$ cat src/verilog/nmi_irq_pkg.sv
// constants for nmi and interrupt request routing
package nmi_irq_pkg;
	localparam logic [15:0] SCAN_PORT = 16'h0060;
	localparam logic [15:0] KBCTL_PORT = 16'h0061;
	localparam logic [15:0] FDC_DOR_PORT = 16'h03f2;
	localparam logic [15:0] FDC_MSR_PORT = 16'h03f4;
	localparam logic [15:0] FDC_DATA_PORT = 16'h03f5;
	localparam int KBCLR_BIT = 7;
	localparam logic [7:0] DRVSEL_MASK = 8'h03;
	localparam logic [7:0] SCAN_RST = 8'h00;
	localparam logic [7:0] KBCTL_RST = 8'h00;
	localparam logic [7:0] DOR_RST = 8'h00;
	// nmi source positions
	localparam int NMI_CHK = 0;
	localparam int NMI_FDC = 1;
	localparam int NMI_SUSP = 2;
	localparam int NMI_RTC = 3;
	localparam int NMI_KEY = 4;
	localparam int NMI_NUM = 5;
	// request levels
	localparam int LVL_TIMER = 0;
	localparam int LVL_KEY = 1;
	localparam int LVL_GEN2 = 2;
	localparam int LVL_COM2 = 3;
	localparam int LVL_COM1 = 4;
	localparam int LVL_GEN5 = 5;
	localparam int LVL_FDC = 6;
	localparam int LVL_PRN = 7;
	localparam logic [2:0] SPURIOUS_LVL = 3'h7;
	// timer 0 tick period
	localparam int CLK_MHZ = 100;
	localparam int TICK_MS = 55;
	localparam int TICK_CYC = TICK_MS * 1000 * CLK_MHZ;
	typedef enum logic [1:0] {
		KB_IDLE = 2'b00,
		KB_BUSY = 2'b01,
		KB_HOLD = 2'b10
	} kb_state_e;
endpackage

$ cat src/verilog/nmi_irq_routing.sv
// nmi source latching, keyboard hand-off ports and request level routing
`timescale 1ns/10ps
// Operation
// - channel check line raises nmi
// - diskette port access while unpowered raises nmi
// - drive select change alone raises nothing
// - power-off suspend raises nmi
// - clock periodic, update, alarm events raise nmi
// - keystroke raises nmi; keys during hand-off merge into one pending nmi
// - next key nmi needs read and toggle
// - next key nmi waits for level-1 end
// - scan port write asserts level-1 request
// - level-1 cleared by clear bit toggle
// - timer 0 requests level 0 every 55 ms
// - diskette controller drives level 6
// - level 3 secondary, level 4 primary adapter
// - level 7 printer and spurious requests
// - in-service set only for valid acknowledge
// - levels 2 and 5 for general devices
module nmi_irq_routing #(
	parameter int unsigned TICK_CYC = nmi_irq_pkg::TICK_CYC
) (
	input wire logic clk_sys_i,
	input wire logic rst_i,
	input wire logic ce_i,
	input wire logic [15:0] io_addr_i,
	input wire logic io_rd_i,
	input wire logic io_wr_i,
	input wire logic [7:0] io_wdata_i,
	output logic [7:0] io_rdata_o,
	input wire logic chan_check_i,
	input wire logic fdc_power_i,
	input wire logic suspend_i,
	input wire logic rtc_periodic_i,
	input wire logic rtc_update_i,
	input wire logic rtc_alarm_i,
	input wire logic key_detect_i,
	input wire logic [4:0] nmi_clr_i,
	input wire logic fdc_irq_i,
	input wire logic com1_irq_i,
	input wire logic com2_irq_i,
	input wire logic gen2_irq_i,
	input wire logic gen5_irq_i,
	input wire logic prn_irq_i,
	input wire logic inta_i,
	input wire logic eoi_i,
	output logic nmi_o,
	output logic [4:0] nmi_src_o,
	output logic [7:0] irq_o,
	output logic [7:0] in_service_o,
	output logic [2:0] ack_level_o
);
	logic [7:0] scan_code;
	logic [7:0] kb_ctl;
	logic [7:0] dor_shadow;
	logic [4:0] next_src;
	logic [2:0] ev_prev;
	logic [2:0] ev_now;
	logic [31:0] tick_cnt;
	logic tick_req;
	logic [7:0] raw_req;
	logic [7:0] req_prev;
	logic [7:0] req_ok;
	logic kb_state_key_nmi;
	logic key_pend;
	logic read_seen;
	logic toggle_seen;
	logic fdc_hit;
	logic wr_scan;
	logic rd_scan;
	logic kb_toggle;
	logic l1_eoi;
	logic [3:0] ack_pick;
	logic [3:0] isv_pick;
	nmi_irq_pkg::kb_state_e kb_state;

	// highest priority level (0 first) and whether any bit is set
	function automatic logic [3:0] prio(input logic [7:0] v);
		logic [3:0] r;
		r = 4'h0;
		for (int i = 7; i >= 0; i--) begin
			if (v[i]) begin
				r = {1'b1, 3'(i)};
			end
		end
		return r;
	endfunction

	// winning valid request and top in-service level
	assign ack_pick = prio(req_ok);
	assign isv_pick = prio(in_service_o);

	assign wr_scan = io_wr_i && io_addr_i == nmi_irq_pkg::SCAN_PORT;
	assign rd_scan = io_rd_i && io_addr_i == nmi_irq_pkg::SCAN_PORT;
	assign kb_toggle = io_wr_i && io_addr_i == nmi_irq_pkg::KBCTL_PORT &&
		io_wdata_i[nmi_irq_pkg::KBCLR_BIT] != kb_ctl[nmi_irq_pkg::KBCLR_BIT];
	assign l1_eoi = eoi_i && isv_pick == {1'b1, 3'(nmi_irq_pkg::LVL_KEY)};

	// diskette access while unpowered; a drive select change alone is exempt
	always_comb begin
		fdc_hit = 1'b0;
		if (!fdc_power_i && (io_rd_i || io_wr_i)) begin
			if (io_addr_i == nmi_irq_pkg::FDC_MSR_PORT || io_addr_i == nmi_irq_pkg::FDC_DATA_PORT) begin
				fdc_hit = 1'b1;
			end else if (io_addr_i == nmi_irq_pkg::FDC_DOR_PORT) begin
				fdc_hit = !(io_wr_i && ((io_wdata_i ^ dor_shadow) & ~nmi_irq_pkg::DRVSEL_MASK) == 8'h00
					&& io_wdata_i != dor_shadow);
			end
		end
	end

	assign ev_now = {suspend_i, chan_check_i, rtc_periodic_i | rtc_update_i | rtc_alarm_i};

	// per-source sticky latches, set wins over clear
	always_comb begin
		next_src = nmi_src_o & ~nmi_clr_i;
		if (ev_now[1] && !ev_prev[1]) next_src[nmi_irq_pkg::NMI_CHK] = 1'b1;
		if (fdc_hit) next_src[nmi_irq_pkg::NMI_FDC] = 1'b1;
		if (ev_now[2] && !ev_prev[2]) next_src[nmi_irq_pkg::NMI_SUSP] = 1'b1;
		if (ev_now[0] && !ev_prev[0]) next_src[nmi_irq_pkg::NMI_RTC] = 1'b1;
		if (kb_state_key_nmi) next_src[nmi_irq_pkg::NMI_KEY] = 1'b1;
	end

	always_ff @(posedge clk_sys_i or posedge rst_i) begin
		if (rst_i) begin
			nmi_src_o <= 5'h00;
			nmi_o <= 1'b0;
			ev_prev <= 3'h0;
		end else if (ce_i) begin
			nmi_src_o <= next_src;
			nmi_o <= |next_src;
			ev_prev <= ev_now;
		end
	end

	// keyboard hand-off sequencing
	always_comb begin
		kb_state_key_nmi = 1'b0;
		case (kb_state)
			nmi_irq_pkg::KB_IDLE: kb_state_key_nmi = key_detect_i || key_pend;
			nmi_irq_pkg::KB_HOLD: kb_state_key_nmi = l1_eoi && (key_detect_i || key_pend);
			default: kb_state_key_nmi = 1'b0;
		endcase
	end

	always_ff @(posedge clk_sys_i or posedge rst_i) begin
		if (rst_i) begin
			kb_state <= nmi_irq_pkg::KB_IDLE;
			key_pend <= 1'b0;
			read_seen <= 1'b0;
			toggle_seen <= 1'b0;
		end else if (ce_i) begin
			if (kb_state_key_nmi) key_pend <= 1'b0;
			else if (key_detect_i) key_pend <= 1'b1;
			case (kb_state)
				nmi_irq_pkg::KB_IDLE: begin
					if (kb_state_key_nmi) kb_state <= nmi_irq_pkg::KB_BUSY;
					read_seen <= 1'b0;
					toggle_seen <= 1'b0;
				end
				nmi_irq_pkg::KB_BUSY: begin
					if (rd_scan) read_seen <= 1'b1;
					if (kb_toggle) toggle_seen <= 1'b1;
					if ((read_seen || rd_scan) && (toggle_seen || kb_toggle)) begin
						kb_state <= nmi_irq_pkg::KB_HOLD;
					end
				end
				nmi_irq_pkg::KB_HOLD: begin
					read_seen <= 1'b0;
					toggle_seen <= 1'b0;
					if (l1_eoi) begin
						kb_state <= kb_state_key_nmi ? nmi_irq_pkg::KB_BUSY
							: nmi_irq_pkg::KB_IDLE;
					end
				end
				default: kb_state <= nmi_irq_pkg::KB_IDLE;
			endcase
		end
	end

	// port registers and read data
	always_ff @(posedge clk_sys_i or posedge rst_i) begin
		if (rst_i) begin
			scan_code <= nmi_irq_pkg::SCAN_RST;
			kb_ctl <= nmi_irq_pkg::KBCTL_RST;
			dor_shadow <= nmi_irq_pkg::DOR_RST;
			io_rdata_o <= 8'h00;
		end else if (ce_i) begin
			if (wr_scan) scan_code <= io_wdata_i;
			if (io_wr_i && io_addr_i == nmi_irq_pkg::KBCTL_PORT) kb_ctl <= io_wdata_i;
			if (io_wr_i && io_addr_i == nmi_irq_pkg::FDC_DOR_PORT) dor_shadow <= io_wdata_i;
			if (io_rd_i) begin
				case (io_addr_i)
					nmi_irq_pkg::SCAN_PORT: io_rdata_o <= scan_code;
					nmi_irq_pkg::KBCTL_PORT: io_rdata_o <= kb_ctl;
					default: io_rdata_o <= 8'h00;
				endcase
			end
		end
	end

	// timer 0 tick source
	always_ff @(posedge clk_sys_i or posedge rst_i) begin
		if (rst_i) begin
			tick_cnt <= 32'h0;
			tick_req <= 1'b0;
		end else if (ce_i) begin
			if (tick_cnt == 32'(TICK_CYC - 1)) begin
				tick_cnt <= 32'h0;
				tick_req <= 1'b1;
			end else begin
				tick_cnt <= tick_cnt + 32'h1;
				if (inta_i && ack_pick == {1'b1, 3'(nmi_irq_pkg::LVL_TIMER)}) tick_req <= 1'b0;
			end
		end
	end

	always_comb begin
		raw_req = 8'h00;
		raw_req[nmi_irq_pkg::LVL_TIMER] = tick_req;
		raw_req[nmi_irq_pkg::LVL_KEY] = irq_o[nmi_irq_pkg::LVL_KEY];
		raw_req[nmi_irq_pkg::LVL_GEN2] = gen2_irq_i;
		raw_req[nmi_irq_pkg::LVL_COM2] = com2_irq_i;
		raw_req[nmi_irq_pkg::LVL_COM1] = com1_irq_i;
		raw_req[nmi_irq_pkg::LVL_GEN5] = gen5_irq_i;
		raw_req[nmi_irq_pkg::LVL_FDC] = fdc_irq_i;
		raw_req[nmi_irq_pkg::LVL_PRN] = prn_irq_i;
	end

	// a request counts as valid once held two cycles
	assign req_ok = irq_o & req_prev;

	always_ff @(posedge clk_sys_i or posedge rst_i) begin
		if (rst_i) begin
			irq_o <= 8'h00;
			req_prev <= 8'h00;
			in_service_o <= 8'h00;
			ack_level_o <= 3'h0;
		end else if (ce_i) begin
			irq_o <= raw_req;
			req_prev <= irq_o;
			if (wr_scan) irq_o[nmi_irq_pkg::LVL_KEY] <= 1'b1;
			else if (kb_toggle) irq_o[nmi_irq_pkg::LVL_KEY] <= 1'b0;
			if (inta_i) begin
				if (ack_pick[3]) begin
					ack_level_o <= ack_pick[2:0];
					in_service_o[ack_pick[2:0]] <= 1'b1;
				end else begin
					ack_level_o <= nmi_irq_pkg::SPURIOUS_LVL;
				end
			end else if (eoi_i && isv_pick[3]) begin
				in_service_o[isv_pick[2:0]] <= 1'b0;
			end
		end
	end

	a_chk_nmi: assert property (@(posedge clk_sys_i) disable iff (rst_i)
		ce_i && chan_check_i && !ev_prev[1] |=> nmi_src_o[nmi_irq_pkg::NMI_CHK] && nmi_o)
		else $error("channel check did not raise nmi");
	a_fdc_off_nmi: assert property (@(posedge clk_sys_i) disable iff (rst_i)
		ce_i && !fdc_power_i && io_rd_i && io_addr_i == nmi_irq_pkg::FDC_MSR_PORT
		|=> nmi_src_o[nmi_irq_pkg::NMI_FDC])
		else $error("unpowered diskette access missed");
	a_fdc_on_quiet: assert property (@(posedge clk_sys_i) disable iff (rst_i)
		ce_i && fdc_power_i && !nmi_src_o[nmi_irq_pkg::NMI_FDC] |=> !nmi_src_o[nmi_irq_pkg::NMI_FDC])
		else $error("diskette nmi while powered");
	a_key_gate: assert property (@(posedge clk_sys_i) disable iff (rst_i)
		kb_state == nmi_irq_pkg::KB_BUSY |-> !kb_state_key_nmi)
		else $error("key nmi before read and toggle");
	a_key_hold: assert property (@(posedge clk_sys_i) disable iff (rst_i)
		kb_state == nmi_irq_pkg::KB_HOLD && !l1_eoi |-> !kb_state_key_nmi)
		else $error("key nmi before level-1 end");
	a_scan_irq1: assert property (@(posedge clk_sys_i) disable iff (rst_i)
		ce_i && wr_scan |=> irq_o[nmi_irq_pkg::LVL_KEY] && scan_code == $past(io_wdata_i))
		else $error("scan write did not request level 1");
	a_irq1_clear: assert property (@(posedge clk_sys_i) disable iff (rst_i)
		ce_i && kb_toggle && !wr_scan |=> !irq_o[nmi_irq_pkg::LVL_KEY])
		else $error("clear bit toggle left level 1 set");
	a_spurious: assert property (@(posedge clk_sys_i) disable iff (rst_i)
		ce_i && inta_i && req_ok == 8'h00 |=> ack_level_o == nmi_irq_pkg::SPURIOUS_LVL
		&& in_service_o == $past(in_service_o))
		else $error("spurious ack altered in-service");
	a_nmi_combine: assert property (@(posedge clk_sys_i) disable iff (rst_i)
		nmi_o == (nmi_src_o != 5'h00))
		else $error("nmi not the union of sources");
	a_valid_ack: assert property (@(posedge clk_sys_i) disable iff (rst_i)
		ce_i && inta_i && ack_pick[3] |=> ack_level_o == $past(ack_pick[2:0])
		&& in_service_o[ack_level_o])
		else $error("valid ack left in-service clear");
	a_disk_route: assert property (@(posedge clk_sys_i) disable iff (rst_i)
		ce_i |=> irq_o[nmi_irq_pkg::LVL_FDC] == $past(fdc_irq_i)
		&& irq_o[nmi_irq_pkg::LVL_PRN] == $past(prn_irq_i))
		else $error("device request not on its level");
	a_serial_route: assert property (@(posedge clk_sys_i) disable iff (rst_i)
		ce_i |=> irq_o[nmi_irq_pkg::LVL_COM2] == $past(com2_irq_i)
		&& irq_o[nmi_irq_pkg::LVL_COM1] == $past(com1_irq_i))
		else $error("serial request not on its level");
	a_tick_wrap: assert property (@(posedge clk_sys_i) disable iff (rst_i)
		ce_i && tick_cnt == 32'(TICK_CYC - 1)
		|=> tick_req && tick_cnt == 32'h0)
		else $error("timer tick not raised at wrap");
	c_key_cycle: cover property (@(posedge clk_sys_i) disable iff (rst_i)
		kb_state == nmi_irq_pkg::KB_HOLD ##[1:50] kb_state == nmi_irq_pkg::KB_BUSY);
	c_spurious: cover property (@(posedge clk_sys_i) disable iff (rst_i)
		inta_i && req_ok == 8'h00);
	c_two_nmi: cover property (@(posedge clk_sys_i) disable iff (rst_i)
		nmi_src_o[nmi_irq_pkg::NMI_RTC] && nmi_src_o[nmi_irq_pkg::NMI_SUSP]);
	c_fdc_nmi: cover property (@(posedge clk_sys_i) disable iff (rst_i)
		ce_i && fdc_hit);
	c_timer_ack: cover property (@(posedge clk_sys_i) disable iff (rst_i)
		inta_i && ack_pick == {1'b1, 3'(nmi_irq_pkg::LVL_TIMER)});
endmodule
$ cat config.mk
export PLATFORM = sky130hd
export DESIGN_NAME = nmi_irq_routing
export DESIGN_NICKNAME = d
export VERILOG_FILES = /design/src/verilog/nmi_irq_pkg.sv /design/src/verilog/nmi_irq_routing.sv
export SDC_FILE = /design/constraint.sdc
export NUM_CORES = 1
export LEC_CHECK = 0
export ABC_CLOCK_PERIOD_IN_PS = 5700
export BUFFER_PORTS_ARGS = -buffer_cell sky130_fd_sc_hd__buf_4
export CELL_PAD_IN_SITES_DETAIL_PLACEMENT = 0
export CELL_PAD_IN_SITES_GLOBAL_PLACEMENT = 1
export CORE_ASPECT_RATIO = 0.75
export CORE_MARGIN = 5
export CORE_UTILIZATION = 40
export CTS_CLUSTER_SIZE = 8
export DETAILED_ROUTE_END_ITERATION = 16
export PLACE_DENSITY_LB_ADDON = 0.1
export RECOVER_POWER = 50
export SYNTH_ARGS = -nofsm -noshare
export SYNTH_HDL_FRONTEND = slang
export SYNTH_SLANG_ARGS = --single-unit
$ cat constraint.sdc
create_clock -name clk_sys_i -period 5.7 [get_ports clk_sys_i]
set_clock_uncertainty 0.2 [all_clocks]
set_input_delay 1.14 -clock clk_sys_i [delete_from_list [all_inputs] [get_ports clk_sys_i]]
set_output_delay 1.14 -clock clk_sys_i [all_outputs]
set_load 0.02 [all_outputs]
==> reports/metrics.csv, run 1 <==
metric,value,unit
complex-gate fraction of the synthesized area,8.670,%
"Distinct cells, synth",51,
# rows,35,
fin crit share,62.18,%
Die Y,106.1,um
"FFs w/ async S/R, synth",100.0,%
number of max-cap violations,1,
"top cells by area, synth","dfrtp_1, mux2_2, nand2_1",
sequential share of the synthesized area,53.90,%
startpoint types,input pin,
worst relative slew slack,-132.2,%
I/O Buffers,81,
Post-CTS Setup Inserts,0,
via count,3654,
Final Instance Area,5956,um2
critical path class,in2async,
Final min period,3.544,ns
crit-path cells,"clkbuf_4, clkinvlp_2",
Adder-Cell Fraction of Synth Area,0.2543,%
#FFs+latches synth,106,
initial antenna violation count,0,
Post-Synthesis Cells,447,
post-CTS resize count,0,
post-synth top area share,53.90,%
failing checks,"max-capacitance violations, max-slew violations",
worst hold slack,0.2753,ns
Worst Setup End Kind,asynchronous set/reset pin,
H-tree depth,3,
cts hold-fix bufs,0,
final-report max-slew violation count,79,
switching power of the nets,545.1,uW
later-pin clock latency in the skew report,0.35,ns
grt ovf,0,
global-route wire length before repair,18.83,mm
Starting Density,40.42,%
met2 GRT Util,22.63,%
min-delay worst type,reg2reg,
gr usage total,15.87,%
CTS Sinks,106,
Slew @ Worst Pin,3.464,ns
final setup vio count,0,
Bufs and invs on worst path,2,
top cell type by total area after synthesis,dfrtp_1,
Residual DRC,0,
"Top FF cell, synth",dfrtp_1,
TritonCTS Buffers,9,
"Avg Cell Area, Syn",11.01,um2
met1 GRT Util,23.73,%
xor and xnor fraction of the mapped netlist area,6.585,%
critical path's slowest cell,clkinvlp_2,
global placer's final weighted congestion,0.7820,
Comb power frac,16.6,%
clk slew on worst S/H paths,0.08,ns
largest family of logic cells by synthesized area,simple AND/OR/NAND/NOR gates,
required time worst endpoint,5.38,ns
vias in the first global route,3597,
Synth warnings,0,
peak supply drop,0.1596,mV
ant diodes,0,
RSZ-0062 raised after global routing,false,
P&R area growth vs syn,21.03,%
CTS tree,done,
num ports,82,
M3 GR Usage,4.092,%
design internal power,1307,uW
Power Dens Cells,310.9,nW/um2
mux cell area share after synthesis,9.586,%
post-route ant nets,0,
"CP delay by family, top",buffers and inverters,
Seq pwr share,47.7,%
largest net degree at the start of global routing,79,
GRT Max-Usage Layer,met1,
crit path max fanout,78,
"Arr. time, crit path",3.23,ns
final hold vios,0,
Die ar.,14640,um2
Final WS setup,2.156,ns
WL/cell,16.04,um
Layout Nets,582,
DR pass1 iterations,4,
simple-gate portion of the synthesized area,19.20,%
clock network fraction of total power,35.7,%
Die W,138.1,um
pre-CTS WS,2.131,ns
max incr delay on CP,1.94,ns
Pleak,0.002770,uW
CTS Buffer Depth,2,
outcome,finished with violations,
Final Total Pwr,1852,uW
final wirelength,11.28,mm
Via density,5.198,
Iteration-0 DRC Markers,249,
Root Driver,clkbuf_16,
syn_nets,497,
share of cells above drive strength 1,24.21,%
CORE AREA,12170,um2
placed cell area,5710,um2
DPL Wire Length,8.228,mm
Netlist Area Pre-Place,4921,um2
Sw Ratio,29.44,%
upper clock frequency limit,0.2821,GHz
Sum Neg Setup Slack,0,ns
Post-synth EDFFs,0,
-- layout make-up --
class                           instances  area, um2
Clock buffer                            9      225.2
Multi-Input combinational cell        319       2180
Tap cell                              166      207.7
Sequential cell                       106       2653
Fill cell                            1169       6218
Clock inverter                          7      92.59
Inverter                               14      53.80
Timing Repair Buffer                   82      544.3
-- stage by stage --
step | utilization [%] | std cells
after floorplan | - | 447
after global placement | 46.91 | 687
after detailed placement | 46.91 | 687
after CTS | 49.52 | 703
after global routing | 48.92 | 703
final | 48.92 | 703
-- layer usage --
| metal | up-vias | routed length, um |
|---|---|---|
| met2 | 95 | 4831 |
| met1 | 1768 | 5784 |
| met4 | 0 | 143 |
| met5 | - | 0 |
| li1 | 1777 | - |
| met3 | 14 | 516 |
-- power by group through the flow --
stage                     combinational, uW  sequential (uW)  clock (uW)
after global placement                  323              897           0
after global routing                    340              896         705
after CTS                               326              883         676
final                                   308              883         661
after floorplan                         159              924           0
after detailed placement                325              897           0
-- path summary, 6_finish.rpt --
check	startpoint	to	slack [ns]	cells after the start
min reg2reg	kb_ctl[4]	io_rdata_o[4]	0.28	2
min in group asynchronous	rst_i	tick_cnt[12]	1.62	2
max in group clk_sys_i	ce_i	read_seen	2.57	5
max reg2reg	tick_cnt[12]	tick_cnt[10]	3.14	5
max	rst_i	in_service_o[3]	2.16	2
min	kb_ctl[4]	io_rdata_o[4]	0.28	2
-- synth_stat cells (2+ instances only) --
cell       count
a211oi_1       2
a21o_1         4
a21oi_1       10
a22o_1         4
a22oi_1        9
a2bb2oi_1      2
a32oi_1        2
and2_1         2
and3b_1        2
and4_1         4
buf_2          2
clkbuf_1       5
dfrtp_1      106
inv_1         14
mux2_2        41
nand2_1       61
nand2b_1       3
nand3_1       22
nand4_1       14
nor2_1        37
nor2b_1        4
nor3_1         7
nor4_1         6
nor4_2         3
nor4_4         3
o211ai_1       2
o21ai_0       10
o22ai_1        3
o31a_1         2
o31ai_1        3
or3_1          2
or4_1          2
xnor2_1       21
xor2_1        16
-- sequential cells by signal, summed over array words and instances (netlist names), 8 cells and up --
name and cells:
scan_code 8, req_prev 8, irq_o 8, in_service_o 8, io_rdata_o 8, tick_cnt 32, kb_ctl 8, dor_shadow 8
-- logic make-up after synthesis --
| group | count (synthesis) |
|---|---|
| simple gates | 178 |
| xor+xnor | 37 |
| mux | 42 |
| flops | 106 |
| fa+ha+maj | 1 |
| buf+inv | 22 |
| compound gates | 61 |
-- placed cells by master, fill, tap and decap left out, types with 9 or more instances in the layout --
cell type	count
a21oi_1	10
a22oi_1	9
buf_4	61
clkbuf_1	19
clkbuf_16	9
dfrtp_1	106
inv_1	13
mux2_2	41
nand2_1	61
nand3_1	22
nand4_1	14
nor2_1	37
o21ai_0	10
xnor2_1	21
xor2_1	16
No activity file was read; power rests on OpenSTA's default activity.
==> run 2, diff against run 1 <==
Settings changed: ABC_CLOCK_PERIOD_IN_PS 5700 to 3400.
Clock period 5.7 ns to 3.4 ns, I/O delays scaled along.
==> run 2 against run 1 <==
  * The flow now finishes without violations
  * Clock power rose by 53%
  * Hold slack improved by 0.0021 ns
  * Non-clock buffer count rose by 5
  * Largest cell class unchanged
  * Highest routed layer unchanged
==> reports/metrics.csv, run 2 (synthesized netlist as in run 1, its figures left out) <==
metric,value,unit,change
post-route ant nets,0,,unchanged
Power Dens Cells,501.8,nW/um2,+61%
gr usage total,15.93,%,+0.057 points
DR WL met2,5.023,mm,+4.0%
CTS Sinks,106,,unchanged
global-route wire length before repair,19.04,mm,+1.1%
Final Total Pwr,3032,uW,+64%
I/O Buffers,81,,unchanged
initial antenna violation count,0,,unchanged
final setup vio count,0,,unchanged
register area,2653,um2,unchanged
startpoint types,input pin,,
CORE AREA,12170,um2,unchanged
hold depth,2,,unchanged
critical path's slowest cell,clkbuf_1,,
Final min period,2.431,ns,
P&R area growth vs syn,22.78,%,
Pleak,0.002856,uW,+3.1%
number of max-cap violations,0,,-1
vias in the first global route,3646,,+1.4%
fin crit share,71.49,%,
"leading cell type in the layout, fill and taps excluded",dfrtp_1,,
critical path class,in2async,,
ant diodes,0,,unchanged
crit-path cells,"clkbuf_4, clkinvlp_2, clkbuf_1",,
CTS tree,done,,
final hold vios,0,,unchanged
placed cell area,5762,um2,+0.90%
Die Y,106.1,um,unchanged
outcome,"finished, final reports clean",,
num ports,82,,unchanged
Die ar.,14640,um2,unchanged
min-delay worst type,reg2reg,,
max incr delay on CP,1.06,ns,-0.88 ns
post-CTS resize count,0,,unchanged
Fillers,1130,,-3.3%
Via density,5.154,,-0.84%
share of cells above drive strength 1,28.23,%,+4.0 points
Residual DRC,0,,unchanged
upper clock frequency limit,0.4114,GHz,
Worst Setup End Kind,asynchronous set/reset pin,,
Layout Nets,587,,+0.86%
TritonCTS Buffers,9,,unchanged
crit path max fanout,23,,-71%
# rows,35,,unchanged
final wirelength,11.29,mm,+0.12%
area of the multi-input gates,2180,um2,unchanged
Starting Density,40.42,%,unchanged
top layer reached by signal wires,met4,,
required time worst endpoint,3.43,ns,-1.95 ns
peak supply drop,0.2600,mV,+63%
flip-flop count of the largest register after layout,32,,unchanged
Slew @ Worst Pin,1.352,ns,-2.112 ns
grt ovf,0,,unchanged
RSZ-0062 raised after global routing,false,,
CTS Buffer Depth,2,,unchanged
later-pin clock latency in the skew report,0.35,ns,about the same
via count,3649,,-0.14%
DPL Wire Length,8.358,mm,+1.6%
Iteration-0 DRC Markers,236,,-5.2%
Root Driver,clkbuf_16,,
clk slew on worst S/H paths,0.07,ns,about the same
"commonest cells after routing, fill and taps aside","dfrtp_1, buf_4, nand2_1",,
Die W,138.1,um,unchanged
worst relative slew slack,9.854,%,+140 points
"Arr. time, crit path",2.46,ns,-0.77 ns
global placer's final weighted congestion,0.7879,,+0.75%
Post-CTS Setup Inserts,0,,unchanged
Met3 Routed Length,528,um,+2.3%
WL/cell,15.94,um,-0.58%
largest net degree at the start of global routing,63,,-20%
reg2reg path depth,6,,+1
cts hold-fix bufs,0,,unchanged
H-tree depth,3,,unchanged
Largest Register,tick_cnt,,
final-report max-slew violation count,0,,-100%
Final Instance Area,6042,um2,+1.4%
WL met1,5.624,mm,-2.8%
DR pass1 iterations,4,,unchanged
Sum Neg Setup Slack,0,ns,unchanged
==> run 2: metal layers <==
| metal | global-route usage, % | vias to the layer above |
|---|---|---|
| li1 | - | 1786 |
| met1 | 23.77 | 1780 |
| met2 | 23.40 | 73 |
| met3 | 3.777 | 10 |
| met4 | 3.808 | 0 |
| met5 | 0 | - |
==> run 2: power breakdown <==
| part | switching [uW] | total, uW | leakage [uW] | internal, uW |
|---|---|---|---|---|
| Clock | 496 | 1010 | 0.000140 | 512 |
| Combinational | 290 | 541 | 0.00133 | 250 |
| Sequential | 114 | 1480 | 0.00138 | 1370 |
==> run 2: area by class of cell <==
class	instances	share of cell area, %
clock buffers	9	3.727
clock inverters	7	1.015
inverters	14	0.8905
multi-input cells	319	36.07
flip-flops and latches	106	43.90
well taps	166	3.438
repair buffers	87	10.95
==> run 2: stage by stage <==
step | std cells | setup slack (ns) | utilization (%) | hold slack, ns
global route | 708 | 0.5423 | 49.63 | 0.3018
finish | 708 | 0.9694 | 49.63 | 0.2774
CTS | 708 | 0.9530 | 49.68 | 0.1635
global placement | 692 | 0.5991 | 47.33 | 0.2560
detailed placement | 692 | 0.5774 | 47.33 | 0.2616
floorplan | 447 | 1.043 | - | 0.2420
==> run 2: final timing paths <==
path / startpoint / to / slack, ns
max: rst_i / toggle_seen / 0.97
min: kb_ctl[0] / io_rdata_o[0] / 0.28
max reg2reg: tick_cnt[9] / tick_cnt[15] / 0.99
min reg2reg: kb_ctl[0] / io_rdata_o[0] / 0.28
max in group clk_sys_i: io_addr_i[4] / kb_ctl[5] / 0.97
min in group asynchronous: rst_i / scan_code[2] / 0.32
==> run 2: critical path: cells and delay by family <==
kind	cells	cell delay, ns
buf+inv	3	1.77
